--- config.mk ---
export PLATFORM = sky130hd
export DESIGN_NAME = memory_mapped_register_fields
export DESIGN_NICKNAME = d
export VERILOG_FILES = /design/src/hdl/model_readable_field_pkg.sv /design/src/hdl/memory_mapped_register_fields.sv
export VERILOG_INCLUDE_DIRS = /design/src /design/src/hdl
export SDC_FILE = /design/constraint.sdc
export NUM_CORES = 1
export LEC_CHECK = 0
export BUFFER_PORTS_ARGS = -buffer_cell sky130_fd_sc_hd__buf_2
export CAP_MARGIN = 25
export CORE_MARGIN = 5
export CORE_UTILIZATION = 55
export DETAILED_ROUTE_END_ITERATION = 8
export PLACE_DENSITY_LB_ADDON = 0.15
export SKIP_LAST_GASP = 1
export SLEW_MARGIN = 20
export SYNTH_ARGS = -nofsm -noshare
export SYNTH_HDL_FRONTEND = slang
export SYNTH_SLANG_ARGS = --single-unit
--- constraint.sdc ---
create_clock -name clk -period 6.2 [get_ports clk]
set_input_delay 0 -clock clk [delete_from_list [all_inputs] [get_ports clk]]
set_output_delay 0 -clock clk [all_outputs]
set_load 0.05 [all_outputs]
--- src/hdl/model_readable_field_params.svh ---
// Offsets, field positions, reset values and access modes for the register fields
`ifndef MODEL_READABLE_FIELD_PARAMS_SVH
`define MODEL_READABLE_FIELD_PARAMS_SVH
// Access modes as seen from the processor
`define MODE_READ        2'h0
`define MODE_WRITE       2'h1
`define MODE_READWRITE   2'h2
`define MODE_CONSTANT    2'h3
// Word offsets (byte address = 4 * offset)
`define FIELD_OFFSET     4'h0
`define BIT_OFFSET       4'h0
`define OUT_OFFSET       4'h1
`define MEM_BASE         4'h8
// Bit ranges within a word
`define FIELD_MSB        15
`define FIELD_LSB        0
`define BIT_POS          16
`define OUT_MSB          7
`define OUT_LSB          0
// Reset values and memory depth
`define FIELD_INIT       16'h0000
`define BIT_INIT         1'h0
`define MEM_DEPTH        8
`endif

--- src/hdl/model_readable_field_pkg.sv ---
// Types for the register field block
package model_readable_field_pkg;
   typedef logic [1:0] mode_t;
   typedef enum logic [1:0] {
      ST_IDLE   = 2'b00,
      ST_ACCESS = 2'b01
   } bus_state_e;
endpackage : model_readable_field_pkg

--- src/hdl/memory_mapped_register_fields.sv ---
// Processor-mapped register fields and dual-access memory behind APB
`timescale 1ns/1ps
`include "model_readable_field_params.svh"
`default_nettype none

module memory_mapped_register_fields
   import model_readable_field_pkg::*;
#(
   parameter int          FieldMsb   = `FIELD_MSB,
   parameter int          FieldLsb   = `FIELD_LSB,
   parameter bit          FieldSigned = 1'b0,
   parameter mode_t       FieldMode  = `MODE_READWRITE,
   parameter int          BitPos     = `BIT_POS,
   parameter mode_t       BitMode    = `MODE_READWRITE,
   parameter int          OutMsb     = `OUT_MSB,
   parameter int          OutLsb     = `OUT_LSB,
   parameter int          MemDepth   = `MEM_DEPTH,
   parameter mode_t       MemMode    = `MODE_READWRITE,
   parameter bit          MemPreload = 1'b1,
   parameter logic [31:0] MemInit [MemDepth] = '{default: 32'h0000_0000}
) (
   // Clock and reset
   input  wire logic                             clk,
   input  wire logic                             reset,
   // APB slave
   input  wire logic                             psel,
   input  wire logic                             penable,
   input  wire logic                             pwrite,
   input  wire logic [11:0]                      paddr,
   input  wire logic [31:0]                      pwdata,
   input  wire logic [3:0]                       pstrb,
   output logic                                  pready,
   output logic [31:0]                           prdata,
   output logic                                  pslverr,
   // Datapath side: model-readable field and single bit
   output logic [FieldMsb-FieldLsb:0]            fieldValue,
   output logic                                  bitValue,
   // Datapath side: model-written field
   input  wire logic [OutMsb-OutLsb:0]           outData,
   input  wire logic                             outWrite,
   // Datapath side: dual access memory
   input  wire logic [$clog2(MemDepth)-1:0]      memAddr,
   input  wire logic                             memWrite,
   input  wire logic [31:0]                      memWdata,
   output logic [31:0]                           memRdata
);

   localparam int FW = FieldMsb - FieldLsb + 1;
   localparam int OW = OutMsb - OutLsb + 1;
   localparam int AW = $clog2(MemDepth);

   // ---------------------------------------------------------------
   // Configuration checks
   // ---------------------------------------------------------------
   // disjoint ranges at one offset
   initial begin
      if (`FIELD_OFFSET == `BIT_OFFSET && BitPos >= FieldLsb && BitPos <= FieldMsb) begin
         $error("bit register overlaps field register");
      end
      if (`FIELD_OFFSET == `OUT_OFFSET && !(OutLsb > FieldMsb || OutMsb < FieldLsb)) begin
         $error("output field overlaps field register");
      end
      if (`BIT_OFFSET == `OUT_OFFSET && BitPos >= OutLsb && BitPos <= OutMsb) begin
         $error("bit register overlaps output field");
      end
   end

   // ---------------------------------------------------------------
   // State
   // ---------------------------------------------------------------
   typedef struct packed {
      logic [FW-1:0]       field;
      logic                bitq;
      logic [OW-1:0]       out;
      logic [31:0]         rdata;
      logic [31:0]         dpRdata;
      logic [MemDepth-1:0][31:0] mem;
      bus_state_e          busSt;
   } state_s;

   state_s stateReg;
   state_s stateNext;

   logic       busAccess;
   logic       busWrite;
   logic       busRead;
   logic [9:0] wordIdx;
   logic       hitWord0;
   logic       hitWord1;
   logic       hitBitWord;
   logic       hitMem;
   logic [AW-1:0] memIdx;
   logic [31:0] strbMask;

   assign busAccess = psel && penable;
   assign busWrite  = busAccess && pwrite;
   assign busRead   = busAccess && !pwrite;
   assign wordIdx    = paddr[11:2];
   assign hitWord0   = wordIdx == 10'(`FIELD_OFFSET);
   assign hitBitWord = wordIdx == 10'(`BIT_OFFSET);
   assign hitWord1   = wordIdx == 10'(`OUT_OFFSET);
   assign hitMem     = wordIdx >= 10'(`MEM_BASE) && wordIdx < 10'(`MEM_BASE + MemDepth);
   assign memIdx     = AW'(wordIdx - 10'(`MEM_BASE));

   genvar gi;
   generate
      for (gi = 0; gi < 4; gi++) begin : g_strb
         assign strbMask[gi*8 +: 8] = {8{pstrb[gi]}};
      end
   endgenerate

   // Writes finish at once; a read waits one cycle so prdata comes from a flop
   // read wait state
   assign pready  = !busRead || stateReg.busSt == ST_ACCESS;
   assign pslverr = busAccess && !(hitWord0 || hitBitWord || hitWord1 || hitMem);

   always_comb begin
      logic [31:0] wordVal;
      logic [31:0] newWord;
      wordVal   = 32'h0000_0000;
      newWord   = 32'h0000_0000;
      stateNext = stateReg;

      if (hitWord0 && (FieldMode == `MODE_READWRITE || FieldMode == `MODE_READ)) begin
         wordVal[FieldMsb:FieldLsb] = stateReg.field;
      end
      if (hitBitWord && (BitMode == `MODE_READWRITE || BitMode == `MODE_READ)) begin
         wordVal[BitPos] = stateReg.bitq;
      end
      if (hitWord1) begin
         wordVal[OutMsb:OutLsb] = stateReg.out;
      end
      if (hitMem && MemMode != `MODE_WRITE && MemMode != `MODE_CONSTANT) begin
         wordVal = stateReg.mem[memIdx];
      end
      if (busRead) begin
         stateNext.rdata = wordVal;
      end
      case (stateReg.busSt)
         ST_IDLE: begin
            if (busRead) begin
               stateNext.busSt = ST_ACCESS;
            end
         end
         ST_ACCESS: begin
            stateNext.busSt = ST_IDLE;
         end
         default: begin
            stateNext.busSt = ST_IDLE;
         end
      endcase

      if (busWrite) begin
         newWord = pwdata & strbMask;
         if (hitWord0 && (FieldMode == `MODE_WRITE || FieldMode == `MODE_READWRITE)) begin
            stateNext.field = (stateReg.field & ~FW'(strbMask >> FieldLsb))
                            | FW'(newWord >> FieldLsb);
         end
         if (hitBitWord && (BitMode == `MODE_WRITE || BitMode == `MODE_READWRITE)
             && pstrb[BitPos/8]) begin
            stateNext.bitq = pwdata[BitPos];
         end
         if (hitMem && (MemMode == `MODE_WRITE || MemMode == `MODE_READWRITE)) begin
            stateNext.mem[memIdx] = (stateReg.mem[memIdx] & ~strbMask) | newWord;
         end
      end

      if (outWrite) begin
         stateNext.out = outData;
      end

      // datapath access, after bus so datapath wins a collision
      if (memWrite) begin
         stateNext.mem[memAddr] = memWdata;
      end
      stateNext.dpRdata = stateReg.mem[memAddr];

      if (reset) begin
         stateNext.field   = FW'(`FIELD_INIT);
         stateNext.bitq    = `BIT_INIT;
         stateNext.out     = '0;
         stateNext.rdata   = 32'h0000_0000;
         stateNext.dpRdata = 32'h0000_0000;
         stateNext.busSt   = ST_IDLE;
         if (MemPreload) begin
            for (int i = 0; i < MemDepth; i++) begin
               stateNext.mem[i] = MemInit[i];
            end
         end
      end
   end

   always_ff @(posedge clk) begin
      stateReg <= stateNext;
   end

   assign fieldValue = stateReg.field;
   assign bitValue   = stateReg.bitq;
   assign prdata     = stateReg.rdata;
   assign memRdata   = stateReg.dpRdata;
endmodule : memory_mapped_register_fields

`default_nettype wire

Word level (Yosys, flattened, before mapping)
Cells that the tools add are included.
- output and inout bits: 83
- word-level logic and storage cells: 66
- register bits after elaboration: 346
- bits of input ports: 98
- equal/unequal tests: 1
- reductions and logical operators: 19
- multiplexer cells: 17
- order comparisons: 6
- add/subtract/negate cells: 1
- bitwise operators: 8
- operators with widths (kind ; count):
    two-way mux 256 bit ; 3
    bitwise mux 256 bit ; 2
    binary-select mux 32 bit (select 3 bit) ; 2
    demux 32 bit (select 3 bit) ; 2
    two-way mux 32 bit ; 5
    bitwise AND 32 bit ; 2
    inverter 32 bit ; 1
    bitwise OR 32 bit ; 1
    bitwise AND 16 bit ; 1
    two-way mux 16 bit ; 1
    inverter 16 bit ; 1
    bitwise OR 16 bit ; 1
    == test 10 x 1 -> 1 bit, second input constant ; 1
    >= comparator 10 x 4 -> 1 bit, second input constant ; 1
    zero test 10 bit ; 1
    < comparator 10 x 5 -> 1 bit, second input constant ; 1
    logical AND 1 bit ; 8
    < comparator 3 x 4 -> 1 bit, second input constant ; 2
    two-way mux 8 bit ; 1
    >= comparator 3 x 1 -> 1 bit, second input constant ; 2
    AND reduction 2 bit ; 2
    zero test 1 bit ; 3
    logical OR 1 bit ; 3
    subtractor 3 x 1 -> 3 bit, second input constant ; 1
    4 further kinds ; 4

Depth between registers and ports, before layout
- depth after elaboration: 10
- gate-level depth with buffers: 9
- gate-level depth less buffers: 5

Worst setup path after synthesis
No wires, ideal clock.
- path kind: input to register
- from: input port paddr[11]
- to: register stateReg[53] (netlist name)
- path slack: 3.945 ns
- setup time: 0.147 ns
- stages on the path: 7
- arrival: 2.108 ns
- required time: 6.053 ns
- path buffers: 2
- path through: or4_1 > buf_6 > or2_0 > buf_2 > or4b_4 > nor3_4 > a221oi_2
- word-level cells in the longest chain between the ends: 6
- elaborated cells between the ends (all ways): 7
- classes of those cells: 2 x order compare; 4 x mux; 1 x reduce/logical
- ends and longest elaborated chain (what ; RTL line ; text):
    start: declaration ; memory_mapped_register_fields.sv:29 ; input wire logic [11:0] paddr,
    >= comparator 10 x 4 -> 1 bit / < comparator 10 x 5 -> 1 bit (equally long branches) ; memory_mapped_register_fields.sv:102 ; assign hitMem = wordIdx >= 10'(`MEM_BASE) && wordIdx < 10'(`MEM_BASE + MemDepth);
    logical AND 1 bit * ; memory_mapped_register_fields.sv:102 ;
    two-way mux 256 bit * ; memory_mapped_register_fields.sv:163 ; if (hitMem && (MemMode == `MODE_WRITE || MemMode == `MODE_READWRITE)) begin
    two-way mux 256 bit * ; memory_mapped_register_fields.sv:153 ; if (busWrite) begin
    bitwise mux 256 bit ; memory_mapped_register_fields.sv:174 ; stateNext.mem[memAddr] = memWdata;
    two-way mux 256 bit * ; memory_mapped_register_fields.sv:173 ; if (memWrite) begin
    end signal: assignment ; memory_mapped_register_fields.sv:194 ; stateReg <= stateNext;
    end: declaration ; memory_mapped_register_fields.sv:81 ; state_s stateReg;
Every way passes the cells marked *; elsewhere a longest branch is shown, timed or not.
A chain may end at the register's enable or synchronous reset.

Final worst setup path
- from: input port pwrite
- to: register stateReg[4] (netlist name)
- word-level cells in the longest chain between the ends: 4
- ends and longest elaborated chain (what ; RTL line ; text):
    start: declaration ; memory_mapped_register_fields.sv:28 ; input wire logic pwrite,
    logical AND 1 bit * ; memory_mapped_register_fields.sv:96 ; assign busWrite = busAccess && pwrite;
    two-way mux 256 bit * ; memory_mapped_register_fields.sv:153 ;
    bitwise mux 256 bit ; memory_mapped_register_fields.sv:174 ;
    two-way mux 256 bit * ; memory_mapped_register_fields.sv:173 ;
Marks and branches as above.

==> impl_metrics.yaml <==
cts:
  ctsHoldBuffers: 67
  cts_buffer_depth: 3
  clock-sinks: 346
  htreeDepth: 2
  cts-root-buf: "clkbuf_16"
  tritoncts: "built"
  ctsResizeCount: 0
  cts_made_buffers: 41
  clk_pin_slew_worst_paths_ns: 0.06
  cts_setup_buffers: 0
  clk_latency_ns: 0.57
setup_path:
  crit_fanout: 9
  startpoint: "pwrite"
  reg2reg_slack_ns: 4.09
  crit_arrival_ns: 3.62
  cp_data_required_time_ns: 6.59
  reg2reg_to: "stateReg[114]"
  crit_type: "in -> reg"
  reg2reg_depth: 5
  endpoint: "stateReg[4]"
  rr_startpoint: "stateReg[114]"
  start_kind: "input port"
  end_kind: "flop"
job:
  maxCapViolations: 0
route:
  wl_per_cell_microns: 26.6
  first_iter_violations: 1755
  routed_wirelength_mm: 69.5
  drt-pass1-iter-count: 7
  drtAntennaViolNets: 0
  viasPerCell: 6.73
  drc: 0
  vias: 17561
yosys:
  synth_top_flop_cell: "dfxtp_1"
  synth_top_area_cell: "dfxtp_1"
  netlist_area_sq_um: 21200
  syn_avg_cell_area_sq_um: 10.4
  synthCells: 2046
  yosys.area.top_type_share_pct: 32.6
  synth_edf_count: 0
  synth_seq_area_share_pct: 32.6
  synthDistinctLibCells: 53
  synthesis.nets: 2144
  yosys_warnings: 0
  synthArstFlopShare_pct: 0
  synthTopCellsByArea: "dfxtp_1 (33%), mux2i_1 (15%), mux4_2 (13%)"
  ys_seq_elements: 346
sta:
  setup-tns-final_ns: 0
  rsz0062_at_grt: "false"
  hold_viol: 1
  tightest_slew_ns: 1.05
  whs_ns: -0.00230
  finalCritPeriodShare_pct: 52.0
  setup_violations: 0
  slew_viol_final: 0
  fin_crit_ns: 3.23
  relSlewSlack_pct: 29.6
  fin_skew_ns: 0.0246
  fmax_mhz: 310
global_routing:
  grt_antenna_before_repair: 1
  grtUsageTotal_pct: 31.8
  grt_pass1_wl_mm: 105
  grt_pass1_vias: 17340
  met3_usage_pct: 5.41
  grt_overflow: 0
  top_usage_layer: "met2"
  grt_max_degree: 168
  use_met1_pct: 41.3
  met2_usage_pct: 51.8
floorplanning:
  start_util_pct: 55.2
  die_h_microns: 207
  core_area_sq_um: 38500
  pin_count: 181
  dieArea_sq_um: 42600
  die_w_microns: 207
  rows: 72
hold_path:
  min_path_type: "in -> reg"
  hold_start: "reset"
cells_and_area:
  post-route-util_pct: 61.7
  syn_to_final_growth_pct: 11.7
  layout_commonest_cell: "dfxtp_1"
  final_net_count: 2161
  layout-drive-gt1-share_pct: 25.8
  fin_area_sq_um: 23700
  mostFrequentLayoutCells: "dfxtp_1 (346), mux2i_1 (328), buf_2 (175)"
  fillers: 3169
place:
  gp_congestion: 0.857
  dp_hpwl_mm: 40.1
  dpl-instance-area_sq_um: 21600
  port_buffers: 178
power:
  peakVddDrop_mv: 0.180
  p_per_area_nw_per_um2: 230
  leakagePower_nw: 8.86
run_status:
  failed_checks: "hold timing"
  status: "finished with violations"
through the flow:
step / setup slack [ns] / hold WS, ns / std cells / total power [W]
after floorplan: 3.94 / 0.140 / 2046 / 0.00281
after global placement: 2.92 / 0.235 / 2468 / 0.00294
after detailed placement: 2.88 / 0.248 / 2469 / 0.00296
after CTS: 3.15 / 0.0116 / 2608 / 0.00546
after global routing: 2.98 / 0.0750 / 2611 / 0.00562
final: 2.97 / -0.00230 / 2611 / 0.00545
synth_stat cells (16+ instances only):
cell	count
a22oi_1	18
mux4_2	120
nand2_1	81
dfxtp_1	346
o21bai_1	161
a21oi_1	48
nand3_1	16
a2111oi_0	26
a211oi_1	69
nor2_1	119
buf_4	83
a221oi_2	20
inv_1	30
mux2_2	74
nand2b_1	38
buf_1	61
a221oi_1	140
mux2i_1	328
clkbuf_1	143
buf_2	24
power by group:
group	switching (W)	internal, W	total (W)	leakage (nW)
registers	0.0000428	0.00229	0.00233	2.81
logic	0.000371	0.000262	0.000632	5.38
clock network	0.000985	0.00151	0.00249	0.683
flip-flops by register name, summed over array words and instances, names as in the netlist, named ones only:
signal / count
prdata: 32
bitValue: 1
memRdata: 32
stateReg: 265
area by class of cell:
class / instances / area [sq um] / share of cell area [%]
multi-input cells: 1350 / 12700 / 53.5
flip-flops and latches: 346 / 6930 / 29.2
repair buffers: 292 / 1960 / 8.27
clock buffers: 62 / 1250 / 5.26
well taps: 518 / 648 / 2.73
clock inverters: 10 / 129 / 0.543
inverters: 32 / 120 / 0.506
diodes: 1 / 2.50 / 0.0106
cell families (layout without fill, tap and decap cells):
kind of cell | after synthesis | after routing | synth area share, %
and+or+nand+nor | 322 | 322 | 8.05
muxes | 528 | 528 | 32.4
DFF | 346 | 346 | 32.6
AOI/OAI and AO/OA | 500 | 500 | 18.9
other | 0 | 1 | 0
buffers and inverters | 350 | 396 | 8.04
worst min path at each step:
stage,endpoint,slack (ns),cells past startpoint
after global routing,memRdata[25],0.07,2
after floorplan,flop,0.14,2
final,memRdata[25],-0.002,2
after CTS,memRdata[28],0.01,2
after detailed placement,stateReg[322],0.25,3
after global placement,stateReg[323],0.23,3
per-layer routing:
layer  vias to the layer above  share of wire, %
met5                         -                 0
met4                         0               4.6
met3                       220               7.5
met2                       829                48
met1                      8733                40
li1                       7779                 -
worst max-delay path: stages:
cell	delay (ns)
dlygate4sd3_1	0.52
buf_2	0.13
nand3_1	0.65
nor3_1	0.88
nand4b_1	0.43
nor2_1	0.82
a211oi_1	0.17
Power figures use the tool's default switching activity.
